--- config.mk ---
export PLATFORM = sky130hd
export DESIGN_NAME = atc_completion_builder
export DESIGN_NICKNAME = d
export VERILOG_FILES = /design/src/rtl/atc_pkg.sv /design/src/rtl/atc_completion_builder.sv /design/src/rtl/atc_field_calc.sv /design/src/rtl/atc_flag_seq.sv
export SDC_FILE = /design/constraint.sdc
export NUM_CORES = 1
export LEC_CHECK = 0
export BUFFER_PORTS_ARGS = -buffer_cell sky130_fd_sc_hd__buf_2
export CAP_MARGIN = 30
export CELL_PAD_IN_SITES_DETAIL_PLACEMENT = 1
export CELL_PAD_IN_SITES_GLOBAL_PLACEMENT = 1
export CORE_MARGIN = 10
export CORE_UTILIZATION = 31
export CTS_CLUSTER_SIZE = 12
export DETAILED_ROUTE_END_ITERATION = 7
export HOLD_SLACK_MARGIN = 0.06
export PLACE_DENSITY_LB_ADDON = 0.1
export RECOVER_POWER = 25
export SYNTH_ARGS = -nofsm -noshare
export SYNTH_HDL_FRONTEND = slang
export SYNTH_SLANG_ARGS = --single-unit
--- constraint.sdc ---
create_clock -name clk -period 4.1 [get_ports clk]
set_clock_uncertainty 0.15 [all_clocks]
set_input_delay 0.205 -clock clk [delete_from_list [all_inputs] [get_ports clk]]
set_output_delay 0.205 -clock clk [all_outputs]
set_load 0.01 [all_outputs]
--- src/rtl/atc_pkg.sv ---
package atc_pkg;
	// ----------------------------------------------------------------
	// Widths
	// ----------------------------------------------------------------
	localparam int ADDR_W = 64;
	localparam int PAGE_SHIFT = 12;
	localparam int WIDTH_W = 7;
	localparam int LEVELS = 4;
	localparam int LVL_W = 2;
	// ----------------------------------------------------------------
	// Paging-entry bit positions
	// ----------------------------------------------------------------
	localparam int FL_ACCESSED_BIT = 5;
	localparam int FL_DIRTY_BIT = 6;
	localparam int FL_EXT_ACCESSED_BIT = 10;
	// ----------------------------------------------------------------
	// Completion status
	// ----------------------------------------------------------------
	localparam logic [2:0] CPL_SUCCESS = 3'h0;
	// ----------------------------------------------------------------
	// Translation types and sequencer states
	// ----------------------------------------------------------------
	typedef enum logic [1:0] {
		ATC_XL_SECOND = 2'h0,
		ATC_XL_FIRST = 2'h1,
		ATC_XL_NESTED = 2'h3
	} atc_xlate_e;
	typedef enum logic [2:0] {
		ATC_IDLE = 3'h0,
		ATC_CHECK = 3'h1,
		ATC_FLAGS = 3'h3,
		ATC_WAIT = 3'h2,
		ATC_DONE = 3'h6
	} atc_state_e;
endpackage

--- src/rtl/atc_completion_builder.sv ---
`timescale 1ns/1ps
`default_nettype none
module atc_completion_builder #(
	parameter int LEVELS = atc_pkg::LEVELS
) (
	input wire logic clk,
	input wire logic resetn,
	input wire logic ce,
	input wire logic req_valid,
	output logic req_ready,
	input wire logic pasid_valid,
	input wire atc_pkg::atc_xlate_e xlate_type,
	input wire logic [atc_pkg::ADDR_W-1:0] in_addr,
	input wire logic no_write_request_flag,
	input wire logic fetch_intent_requested,
	input wire logic supervisor_requested,
	input wire logic no_write_flag_supported,
	input wire logic fetch_intent_supported,
	input wire logic supervisor_mode_capable,
	input wire logic snoop_control_capable,
	input wire logic extended_accessed_enable,
	input wire logic [atc_pkg::WIDTH_W-1:0] max_guest_addr_width,
	input wire logic [atc_pkg::WIDTH_W-1:0] adjusted_guest_addr_width,
	input wire logic walk_found,
	input wire logic [LEVELS-1:0] sl_read_bits,
	input wire logic [LEVELS-1:0] sl_write_bits,
	input wire logic [LEVELS-1:0] sl_used_mask,
	input wire logic perm_read,
	input wire logic perm_write,
	input wire logic perm_exec,
	input wire logic any_fl_supervisor,
	input wire logic leaf_global,
	input wire logic coherence_override_bit,
	input wire logic transient_mapping_bit,
	input wire logic leaf_size_bit,
	input wire logic [atc_pkg::ADDR_W-1:0] out_addr,
	input wire logic [atc_pkg::ADDR_W-1:0] page_mask,
	input wire logic [LEVELS-1:0] fl_used_mask,
	input wire logic [atc_pkg::LVL_W-1:0] fl_leaf_level,
	output logic upd_valid,
	output logic [atc_pkg::LVL_W-1:0] upd_level,
	output logic [2:0] upd_set_mask,
	input wire logic upd_ready,
	input wire logic upd_committed,
	output logic cpl_valid,
	input wire logic cpl_ready,
	output logic [2:0] cpl_status,
	output logic cpl_r,
	output logic cpl_w,
	output logic cpl_exe,
	output logic cpl_priv,
	output logic cpl_g,
	output logic cpl_n,
	output logic cpl_u,
	output logic cpl_s,
	output logic [atc_pkg::ADDR_W-1:atc_pkg::PAGE_SHIFT] cpl_addr
);
	import atc_pkg::*;
	// ----------------------------------------------------------------
	// Helpers
	// ----------------------------------------------------------------
	// Smaller of the two width limits; either may be the binding one
	function automatic logic [WIDTH_W-1:0] min_w(input logic [WIDTH_W-1:0] a, input logic [WIDTH_W-1:0] b);
		return (a < b) ? a : b;
	endfunction
	function automatic logic and_used(input logic [LEVELS-1:0] bits, input logic [LEVELS-1:0] used);
		return &(bits | ~used);
	endfunction
	// Large page: offset bits below the top one forced to ones, the top offset bit zero marks the size
	function automatic logic [ADDR_W-1:PAGE_SHIFT] size_encode(input logic [ADDR_W-1:0] addr,
			input logic [ADDR_W-1:0] mask);
		logic [ADDR_W-1:0] a;
		a = addr | (mask >> 1);
		a = a & ~((mask >> 1) ^ mask);
		return a[ADDR_W-1:PAGE_SHIFT];
	endfunction
	// ----------------------------------------------------------------
	// State
	// ----------------------------------------------------------------
	atc_state_e state_q;
	logic ok_q;
	logic pasid_valid_q;
	logic [ADDR_W-1:PAGE_SHIFT] addr_q;
	logic [LEVELS-1:0] flmask_q;
	logic [LVL_W-1:0] leaf_q;
	logic nw_eff;
	logic f_r, f_w, f_exe, f_priv, f_g, f_n, f_u;
	logic r_q, w_q, exe_q, priv_q, g_q, n_q, u_q, s_q;
	logic dirty_q, ea_q;
	logic sl_step, width_fail, np_fail, perm_fail, found_ok;
	logic [WIDTH_W-1:0] lim;
	logic seq_start, seq_done, take;
	// ----------------------------------------------------------------
	// Field computation
	// ----------------------------------------------------------------
	atc_field_calc u_calc (
		.pasid_valid(pasid_valid),
		.xlate_type(xlate_type),
		.no_write_request_flag(no_write_request_flag),
		.no_write_flag_supported(no_write_flag_supported),
		.fetch_intent_requested(fetch_intent_requested),
		.fetch_intent_supported(fetch_intent_supported),
		.supervisor_requested(supervisor_requested),
		.supervisor_mode_capable(supervisor_mode_capable),
		.snoop_control_capable(snoop_control_capable),
		.coherence_override_bit(coherence_override_bit),
		.transient_mapping_bit(transient_mapping_bit),
		.perm_read(perm_read),
		.perm_write(perm_write),
		.perm_exec(perm_exec),
		.any_fl_supervisor(any_fl_supervisor),
		.leaf_global(leaf_global),
		.nw_eff(nw_eff),
		.r_o(f_r),
		.w_o(f_w),
		.exe_o(f_exe),
		.priv_o(f_priv),
		.g_o(f_g),
		.n_o(f_n),
		.u_o(f_u)
	);
	// ----------------------------------------------------------------
	// Success decision
	// ----------------------------------------------------------------
	// Interrupt-window addresses take the same path as any other address
	always_comb begin
		sl_step = !pasid_valid || xlate_type == ATC_XL_NESTED;
		lim = min_w(max_guest_addr_width, adjusted_guest_addr_width);
		width_fail = sl_step && lim < WIDTH_W'(ADDR_W) && (in_addr >> lim) != '0;
		// A used level with both read and write clear is a not-present entry
		np_fail = sl_step && |(~sl_read_bits & ~sl_write_bits & sl_used_mask);
		perm_fail = sl_step && !and_used(sl_read_bits, sl_used_mask)
			&& !and_used(sl_write_bits, sl_used_mask);
		found_ok = walk_found && !width_fail && !np_fail && !perm_fail && (f_r || f_w);
	end
	// Single outstanding request: the endpoint serialises, so no queue is kept
	assign req_ready = state_q == ATC_IDLE;
	// ----------------------------------------------------------------
	// Flag updates
	// ----------------------------------------------------------------
	// Flags only for a successful PASID translation, dirty only if write allowed
	assign seq_start = state_q == ATC_CHECK && ok_q && pasid_valid_q;
	// The walker issues one update per used level and counts the commits
	atc_flag_seq #(.LEVELS(LEVELS)) u_seq (
		.clk(clk),
		.resetn(resetn),
		.ce(ce),
		.start(seq_start),
		.used_mask(flmask_q),
		.leaf_level(leaf_q),
		.set_ext_accessed(ea_q),
		.set_dirty(dirty_q),
		.upd_valid(upd_valid),
		.upd_level(upd_level),
		.upd_set_mask(upd_set_mask),
		.upd_ready(upd_ready),
		.upd_committed(upd_committed),
		.done(seq_done)
	);
	// ----------------------------------------------------------------
	// Sequencer
	// ----------------------------------------------------------------
	always_ff @(posedge clk) begin
		if (!resetn) begin
			state_q <= ATC_IDLE;
		end else if (ce) begin
			case (state_q)
				ATC_IDLE: begin
					if (req_valid) begin
						state_q <= ATC_CHECK;
					end
				end
				ATC_CHECK: begin
					// Outcome was captured on the accept edge; pick the path from it
					state_q <= seq_start ? ATC_FLAGS : ATC_DONE;
				end
				ATC_FLAGS: begin
					// An empty walk is already done here; waiting on would hang
					if (seq_done) begin
						state_q <= ATC_DONE;
					end else begin
						state_q <= ATC_WAIT;
					end
				end
				ATC_WAIT: begin
					if (seq_done) begin
						state_q <= ATC_DONE;
					end
				end
				ATC_DONE: begin
					// Fields stay frozen until the endpoint side takes them
					if (cpl_ready) begin
						state_q <= ATC_IDLE;
					end
				end
				default: begin
					state_q <= ATC_IDLE;
				end
			endcase
		end
	end
	// ----------------------------------------------------------------
	// Request capture
	// ----------------------------------------------------------------
	// Every capture register loads on the same accept edge
	assign take = ce && req_valid && req_ready;
	// Outcome of the request, held until the completion leaves
	always_ff @(posedge clk) begin
		if (!resetn) begin
			ok_q <= 1'b0;
			pasid_valid_q <= 1'b0;
		end else if (take) begin
			ok_q <= found_ok;
			pasid_valid_q <= pasid_valid;
		end
	end
	// Completion fields; a failed lookup zeroes every one of them
	always_ff @(posedge clk) begin
		if (!resetn) begin
			{r_q, w_q, exe_q, priv_q, g_q, n_q, u_q, s_q} <= 8'h00;
		end else if (take) begin
			if (found_ok) begin
				r_q <= f_r;
				w_q <= f_w;
				exe_q <= f_exe;
				priv_q <= f_priv;
				g_q <= f_g;
				n_q <= f_n;
				u_q <= f_u;
				s_q <= leaf_size_bit;
			end else begin
				{r_q, w_q, exe_q, priv_q, g_q, n_q, u_q, s_q} <= 8'h00;
			end
		end
	end
	// Address is encoded on capture so the data output is a plain flop
	always_ff @(posedge clk) begin
		if (!resetn) begin
			addr_q <= '0;
		end else if (take) begin
			if (found_ok && !f_u) begin
				addr_q <= leaf_size_bit ? size_encode(out_addr, page_mask) : out_addr[ADDR_W-1:PAGE_SHIFT];
			end else begin
				addr_q <= '0;
			end
		end
	end
	// Flag-walker inputs, frozen with the completion fields
	always_ff @(posedge clk) begin
		if (!resetn) begin
			flmask_q <= '0;
			leaf_q <= '0;
			dirty_q <= 1'b0;
			ea_q <= 1'b0;
		end else if (take) begin
			flmask_q <= fl_used_mask;
			leaf_q <= fl_leaf_level;
			ea_q <= extended_accessed_enable;
			dirty_q <= !nw_eff && perm_write;
		end
	end
	// ----------------------------------------------------------------
	// Completion
	// ----------------------------------------------------------------
	// Only the valid strobe decodes state; status is a constant, every other field comes from a flop
	always_comb begin
		cpl_valid = state_q == ATC_DONE;
		cpl_status = CPL_SUCCESS;
		cpl_r = r_q;
		cpl_w = w_q;
		cpl_exe = exe_q;
		cpl_priv = priv_q;
		cpl_g = g_q;
		cpl_n = n_q;
		cpl_u = u_q;
		cpl_s = s_q;
		cpl_addr = addr_q;
	end
endmodule
`default_nettype wire

--- src/rtl/atc_field_calc.sv ---
`timescale 1ns/1ps
`default_nettype none
// Combinational completion field computation.
module atc_field_calc (
	input wire logic pasid_valid,
	input wire atc_pkg::atc_xlate_e xlate_type,
	input wire logic no_write_request_flag,
	input wire logic no_write_flag_supported,
	input wire logic fetch_intent_requested,
	input wire logic fetch_intent_supported,
	input wire logic supervisor_requested,
	input wire logic supervisor_mode_capable,
	input wire logic snoop_control_capable,
	input wire logic coherence_override_bit,
	input wire logic transient_mapping_bit,
	input wire logic perm_read,
	input wire logic perm_write,
	input wire logic perm_exec,
	input wire logic any_fl_supervisor,
	input wire logic leaf_global,
	output logic nw_eff,
	output logic r_o,
	output logic w_o,
	output logic exe_o,
	output logic priv_o,
	output logic g_o,
	output logic n_o,
	output logic u_o
);
	import atc_pkg::*;
	always_comb begin
		nw_eff = no_write_request_flag & no_write_flag_supported;
		r_o = perm_read;
		w_o = perm_write & ~nw_eff;
		exe_o = pasid_valid & fetch_intent_requested & fetch_intent_supported & perm_exec;
		priv_o = pasid_valid & supervisor_requested & supervisor_mode_capable & any_fl_supervisor;
		g_o = pasid_valid & leaf_global;
		if (pasid_valid) begin
			n_o = 1'b1;
		end else begin
			n_o = snoop_control_capable & coherence_override_bit;
		end
		if (pasid_valid && xlate_type == ATC_XL_FIRST) begin
			u_o = 1'b0;
		end else begin
			u_o = transient_mapping_bit;
		end
	end
endmodule
`default_nettype wire

--- src/rtl/atc_flag_seq.sv ---
`timescale 1ns/1ps
`default_nettype none
// Walks used first-level entries issuing atomic flag-set requests.
module atc_flag_seq #(
	parameter int LEVELS = atc_pkg::LEVELS
) (
	input wire logic clk,
	input wire logic resetn,
	input wire logic ce,
	input wire logic start,
	input wire logic [LEVELS-1:0] used_mask,
	input wire logic [atc_pkg::LVL_W-1:0] leaf_level,
	input wire logic set_ext_accessed,
	input wire logic set_dirty,
	output logic upd_valid,
	output logic [atc_pkg::LVL_W-1:0] upd_level,
	output logic [2:0] upd_set_mask,
	input wire logic upd_ready,
	input wire logic upd_committed,
	output logic done
);
	import atc_pkg::*;
	logic [LEVELS-1:0] pend_q;
	logic [LVL_W:0] outst_q;
	logic busy_q;
	logic [LVL_W-1:0] sel;
	always_comb begin
		sel = '0;
		for (int i = LEVELS - 1; i >= 0; i--) begin
			if (pend_q[i]) begin
				sel = LVL_W'(i);
			end
		end
	end
	assign upd_valid = busy_q & |pend_q;
	assign upd_level = sel;
	// Accessed always, extended-accessed as enabled, dirty as enabled on the leaf level only
	always_comb begin
		upd_set_mask = 3'h1;
		upd_set_mask[1] = set_ext_accessed;
		upd_set_mask[2] = set_dirty && sel == leaf_level;
	end
	always_ff @(posedge clk) begin
		if (!resetn) begin
			pend_q <= '0;
			busy_q <= 1'b0;
		end else if (ce) begin
			if (start) begin
				pend_q <= used_mask;
				busy_q <= 1'b1;
			end else if (upd_valid && upd_ready) begin
				pend_q[sel] <= 1'b0;
			end else if (busy_q && pend_q == '0 && outst_q == '0) begin
				busy_q <= 1'b0;
			end
		end
	end
	// Count issued but uncommitted writes so completion waits for all
	always_ff @(posedge clk) begin
		if (!resetn) begin
			outst_q <= '0;
		end else if (ce) begin
			outst_q <= outst_q + (LVL_W+1)'(upd_valid && upd_ready) - (LVL_W+1)'(upd_committed && outst_q != '0);
		end
	end
	assign done = busy_q && pend_q == '0 && outst_q == '0;
endmodule
`default_nettype wire

==> results of run 1 <==
-- synth_stat cells, drive strengths merged (9+ instances only) --
master	number	area, um^2
dfxtp	81	1620
nand3	41	205
and3	9	56.3
a211oi	15	130
nor2	71	277
o22ai	19	119
a22o	50	438
a21boi	17	154
mux2	12	135
nand2	186	716
and2	31	194
mux2i	35	350
o31ai	62	751
nor3	31	155
clkbuf	55	206
inv	27	101
a31oi	9	56.3
o21ai	84	447
o211ai	14	105
a21oi	44	239
buf	34	262
a32o	9	90.1
-- layer usage --
metal,up-vias,track usage (%),routed length [um]
met5,-,0,0
met4,0,4.33,562
met3,28,3.65,2140
met2,341,38.8,19400
met1,4936,27.6,16900
li1,4797,-,-
-- report_power, final --
group	leakage, uW	total (uW)	switching (uW)	internal [uW]
logic	0.00433	1560	846	718
registers	0.000654	817	12.8	804
clock network	0.000150	862	376	486
total	0.00514	3240	1240	2010
-- critical path, cell delays in order --
cell	delay (ns)
buf_6	0.10
ha_4	0.25
a21o_4	0.24
buf_6	0.13
a211oi_4	0.28
a21boi_4	0.35
buf_12	0.15
o21ai_0	0.12
o32a_1	0.21
or4_1	0.49
o31ai_1	0.10
o221a_2	0.29
a22oi_1	0.12
a311oi_2	0.24
a221oi_2	0.09
o31a_4	0.46
buf_12	0.20
o31ai_2	0.26
-- repair_timing --
action                     in CTS  in global routing
gates cloned                    3                  3
hold endpoints to repair       13                  0
setup buffers                  15                 20
setup endpoints to repair      61                 61
hold buffers                   15                  0
gates resized for setup        31                 72
pin swaps                       1                 27
-- through the flow --
step	cell area [um^2]	worst slack, ns	setup TNS, ns	hold slack, ns	util [%]
6_report	11900	-0.105	-3.59	0.0861	47.1
5_1_grt	11900	-0.228	-11.00	0.0837	47.1
4_1_cts	11300	-0.0565	-0.839	0.0623	45.0
3_5_place_dp	10500	-0.595	-33.71	0.286	41.7
3_3_place_gp	10500	-0.506	-30.29	0.280	41.7
2_1_floorplan	7930	0.122	0	0.188	-
-- path summary, 6_finish.rpt --
kind	startpoint	to	slack [ns]	cells after the start
max reg2reg	state_q[0]	cpl_addr[32]	1.25	7
max	max_guest_addr_width[6]	cpl_addr[54]	-0.11	18
min	pasid_valid	pasid_valid_q	0.09	3
min reg2reg	cpl_w	cpl_w	0.30	2
-- cell families (layout without fill, tap and decap cells) --
family,after synthesis,in the layout,share of synthesized area [%]
AND/OR/NAND/NOR,415,416,24.3
AO/OA/AOI/OAI,389,389,39.6
buffers and inverters,116,525,7.19
flip-flops,81,81,20.5
multiplexers,47,47,6.13
adder cells (fa/ha/maj),9,9,1.52
XOR/XNOR,6,6,0.664
other,2,4,0.0949
-- registers in the layout, indices dropped and copies added (netlist names) --
name and count:
cpl_addr 52, flmask_q 4, u_seq.pend_q 4, state_q 3
u_seq.outst_q 3, leaf_q 2, cpl_exe 1, cpl_g 1
cpl_n 1, cpl_priv 1, cpl_r 1, cpl_s 1
cpl_u 1, cpl_w 1, dirty_q 1, ea_q 1
ok_q 1, pasid_valid_q 1, u_seq.busy_q 1
-- area by class of cell --
class                      count  area, um^2
clock inverter                 7        86.3
multi-input combinational    871        6200
sequential                    81        1620
inverter                      27         104
fill                        3175       13300
tap                          330         413
clock buffer                   9         225
timing repair buffer         482        3210
==> metrics.cfg, run 1 <==
[timing]
timing.final.max_slew_violations = 0
relSlewSlack_pct = 23.5
worst_slew_pin_slew_ns = 1.15
setup_viol = 57
timing.final.hold_violations = 0
fin_crit_ns = 4.21
rsz0062_at_grt = true
layout_setup_ws_ns = -0.105
clock.fmax_ghz = 0.238
finalCritPeriodShare_pct = 103

[worst_setup_path]
path_max_fanout = 12
cp.arrival_ns = 4.31
end_kind = flip-flop
startpoint_type = input pin
required_ns = 4.21
critical_path_class = input pin to flip-flop

[flow_run]
maxCapViolations = 0

[grt]
antenna_found_initial = 0
grt_usage_pct = 22.0
gr-total-overflow = 0
grt_pass1_vias = 10200
grt_max_degree = 81
grt_pass1_wl_mm = 58.3

[die]
core_um2 = 25200
num_io_pins = 322
fp-row-count = 58
fp.dieH_um = 180
dieArea_um2 = 32300
chipWidth_um = 180
start_util_pct = 31.4

[power_and_ir_drop]
fin_total_pwr_uw = 3240
power_density_nw_per_um2 = 273
ir_drop_uv = 183
p_leak_uw = 0.00514

[logic_synthesis]
synthDistinctLibCells = 85
synthArstFlopShare_pct = 0
ys.flop_type = dfxtp_1
synthesis.area_um2 = 7920
synth.avg_cell_area_um2 = 7.43
synth_edf_count = 0
yosys_warnings = 0
ys_seq_area_share_pct = 20.5
syn_inst = 1065
synth_seq_cells = 81

[cts]
cts.sinks = 81
cts_buffers = 9
cts_buffer_depth = 2
cts_tree = yes
htree_levels = 3
clk_pin_slew_ns = 0.07
clk_latency_ns = 0.34
root_buffer = clkbuf_16

[run_status]
failed_checks = setup timing
status = complete, but fails checks

[drt]
dr.first_iter.drc_count = 704
drt_pass1_iterations = 5
avgRoutedWirePerCell_um = 21.6
final_antenna_net_count = 0
routed_wl_mm = 39.0
via_count = 10100
viasPerCell = 5.59
drc = 0

[finish]
antennaDiodeCount = 0
drive_above_1_share_pct = 41.2
syn_to_final_growth_pct = 49.8
final_common_cell = buf_2
fin_cells = 1807
finalNetCount = 1732
most-common-layout-cells = buf_2, nand2_1, buf_4

[min_path]
hp-class = input pin to flip-flop

[place]
dp_cells = 1737
port_buffers = 293
gp_congestion = 0.958
place_hpwl_mm = 29.5

(Power assumes the default switching activity.)
==> inputs of run 2 (changes only) <==
--- a/config.mk
+++ b/config.mk
@@ -10,12 +10,12 @@
 export CELL_PAD_IN_SITES_DETAIL_PLACEMENT = 1
 export CELL_PAD_IN_SITES_GLOBAL_PLACEMENT = 1
 export CORE_MARGIN = 10
-export CORE_UTILIZATION = 31
-export CTS_CLUSTER_SIZE = 12
+export CORE_UTILIZATION = 35
 export DETAILED_ROUTE_END_ITERATION = 7
 export HOLD_SLACK_MARGIN = 0.06
 export PLACE_DENSITY_LB_ADDON = 0.1
 export RECOVER_POWER = 25
+export SETUP_SLACK_MARGIN = 0.1
 export SYNTH_ARGS = -nofsm -noshare
 export SYNTH_HDL_FRONTEND = slang
 export SYNTH_SLANG_ARGS = --single-unit
==> constraint.sdc (replaced) <==
create_clock -name clk -period 4.7 [get_ports clk]
set_clock_uncertainty 0.15 [all_clocks]
set_input_delay 0.235 -clock clk [delete_from_list [all_inputs] [get_ports clk]]
set_output_delay 0.235 -clock clk [all_outputs]
set_load 0.01 [all_outputs]
==> run 2 against run 1 <==
Compared with the run above:
- the flow now finishes without violations
- global-route usage increased by 0.88 points
- final area decreased by 12%
- non-clock buffer count decreased by 94
- final cell count decreased by 7.9%
- via count decreased by 5.1%
- sequential power decreased by 13%
- clock power decreased by 15%
- combinational power decreased by 29%
- sequential share of layout area increased by 1.8 points
- flip-flop and latch count unchanged
- worst hold slack improved by 0.016 ns
- wire length decreased by 8.5%
- critical path type unchanged
- critical endpoint is now cpl_addr[21]
==> metrics.cfg, run 2 (synthesis gave the netlist of run 1 again) <==
[power_and_ir_drop]
ir_drop_uv = 144  ; was 183 uV
power_density_nw_per_um2 = 243  ; was 273 nW/um^2
p_leak_uw = 0.00448  ; was 0.00514 uW
fin_total_pwr_uw = 2540  ; was 3240 uW

[worst_setup_path]
path_max_fanout = 41  ; was 12
cp.arrival_ns = 4.55  ; was 4.31 ns
r2r_end = cpl_addr[21]  ; was cpl_addr[32]
critPathMaxStageDelay_ns = 0.44  ; was 0.49 ns
startpoint_type = input pin  ; unchanged
required_ns = 4.80  ; was 4.21 ns
end_kind = flip-flop  ; unchanged
path_delay_family = compound AO/OA/AOI/OAI gates  ; unchanged
critical_path_class = input pin to flip-flop  ; unchanged
r2r_cells = 8  ; was 7
timing.rr.start = state_q[0]  ; unchanged
cp_slowest_cell = a2111oi_2  ; was or4_1
r2r_slack_ns = 2.04  ; was 1.25 ns
path_cells = buf_2 -> inv_1 -> ha_1 -> a21oi_2 -> o21ai_4 -> buf_4 -> a21oi_2 -> nand2_4 -> buf_12 -> mux2i_1 -> o22ai_1 -> nor3_1 -> a32o_1 -> o2111ai_1 -> a2111oi_2 -> buf_4 -> a221oi_1 -> o31a_2 -> buf_12 -> o31ai_2  ; was buf_6 -> ha_4 -> a21o_4 -> buf_6 -> a211oi_4 -> a21boi_4 -> buf_12 -> o21ai_0 -> o32a_1 -> or4_1 -> o31ai_1 -> o221a_2 -> a22oi_1 -> a311oi_2 -> a221oi_2 -> o31a_4 -> buf_12 -> o31ai_2
path_buf_inv = 6  ; was 4

[drt]
dr.first_iter.drc_count = 568  ; was 704
viasPerCell = 5.76  ; was 5.59
via_count = 9582  ; was 10100
routed_wl_mm = 35.7  ; was 39.0 mm
final_antenna_net_count = 0  ; unchanged
drc = 0  ; unchanged
avgRoutedWirePerCell_um = 21.4  ; was 21.6 um
drt_pass1_iterations = 5  ; unchanged

[timing]
clock.fmax_ghz = 0.224
finalCritPeriodShare_pct = 94.8
relSlewSlack_pct = 45.5  ; was 23.5%
worst_slew_pin_slew_ns = 0.808  ; was 1.15 ns
tns_ns = 0  ; was -3.59 ns
fin_crit_ns = 4.46
setup_viol = 0  ; was 57
timing.final.hold_violations = 0  ; unchanged
rsz0062_at_grt = false  ; was true
timing.final.max_slew_violations = 0  ; unchanged

[run_status]
status = complete, no violations  ; was complete, but fails checks

[place]
place_hpwl_mm = 27.7  ; was 29.5 mm
port_buffers = 293  ; unchanged
dp_cells = 1628  ; was 1737
gp_congestion = 0.905  ; was 0.958

[cts]
cts_buffer_depth = 2  ; unchanged
htree_levels = 3  ; unchanged
cts_buffers = 9  ; unchanged
root_buffer = clkbuf_16  ; unchanged
cts_tree = yes  ; unchanged
cts.sinks = 81  ; unchanged
clk_pin_slew_ns = 0.06  ; was 0.07 ns
clk_latency_ns = 0.33  ; was 0.34 ns

[finish]
most-common-layout-cells = buf_2, nand2_1, dfxtp_1  ; was buf_2, nand2_1, buf_4
final_common_cell = buf_2  ; unchanged
fillCellCount = 2886  ; was 3175
largest_reg_flops = 52  ; unchanged
syn_to_final_growth_pct = 32.3  ; was 49.8%
finalNetCount = 1638  ; was 1732
fin_cells = 1664  ; was 1807
drive_above_1_share_pct = 33.1  ; was 41.2%

[die]
start_util_pct = 35.9  ; was 31.4%
fp.dieH_um = 170  ; was 180 um
fp-row-count = 54  ; was 58
chipWidth_um = 170  ; was 180 um
num_io_pins = 322  ; unchanged
core_um2 = 22000  ; was 25200 um^2
dieArea_um2 = 29000  ; was 32300 um^2

[grt]
gr-total-overflow = 0  ; unchanged
antenna_found_initial = 2  ; was 0
grt_max_degree = 81  ; unchanged
grt_pass1_vias = 9901  ; was 10200
grt_usage_pct = 22.9  ; was 22.0%
grt_pass1_wl_mm = 53.8  ; was 58.3 mm

[min_path]
holdCritStartpoint = pasid_valid  ; unchanged
hold_path_depth = 3  ; unchanged
whs_endpoint = pasid_valid_q  ; unchanged
hp-class = input pin to flip-flop  ; unchanged

[flow_run]
maxCapViolations = 0  ; unchanged

[run 2: per-stage QoR]
step	cell area, um^2	hold slack [ns]	worst slack [ns]	util (%)
2_1_floorplan	7930	0.218	0.692	-
3_3_place_gp	9970	0.280	0.0144	45.3
3_5_place_dp	9970	0.292	-0.121	45.3
4_1_cts	10400	0.0758	0.192	47.3
5_1_grt	10500	0.0980	0.0799	47.6
6_report	10500	0.102	0.244	47.6
[run 2: final cells by class]
type / instances / area [um^2] / area share [%]
Antenna cell: 1 / 2.50 / 0.0239
Clock buffer: 11 / 243 / 2.32
Clock inverter: 5 / 62.6 / 0.597
Inverter: 27 / 101 / 0.968
Multi-Input combinational cell: 871 / 5800 / 55.4
Sequential cell: 81 / 1620 / 15.5
Tap cell: 280 / 350 / 3.34
Timing Repair Buffer: 388 / 2290 / 21.8
[run 2: timing repair]
item / CTS / global route
resized for setup: 0 / 5
endpoints found under the setup margin: 0 / 58
hold buffers: 14 / 0
hold endpoints to repair: 12 / 0
buffers inserted: 0 / 2
[run 2: worst max path at each step]
stage	depth (start not counted)	endpoint	from	slack (ns)
2_1_floorplan	19	cpl_addr[20]	adjusted_guest_addr_width[1]	0.69
3_3_place_gp	19	cpl_addr[25]	max_guest_addr_width[6]	0.01
3_5_place_dp	19	cpl_addr[29]	adjusted_guest_addr_width[4]	-0.12
4_1_cts	19	cpl_addr[21]	adjusted_guest_addr_width[4]	0.19
5_1_grt	19	cpl_addr[62]	adjusted_guest_addr_width[2]	0.08
6_report	20	cpl_addr[21]	adjusted_guest_addr_width[2]	0.24
[run 2: worst min-delay path, stage by stage]
cell and delay [ns]:
buf_2 0.16, nand2_1 0.07, a21boi_0 0.07
[run 2: routing by layer]
metal	global-route usage [%]	part of all wire (%)	vias to the layer above
li1	-	-	4596
met1	27.9	43	4586
met2	39.9	48	354
met3	4.81	6.4	44
met4	6.22	1.8	2
met5	0	0.036	-
[run 2: where the power goes]
part           total (uW)  internal, uW  switching [uW]
logic                1100           454             646
clock network         729           430             299
registers             713           702            11.5
total                2540          1590             956
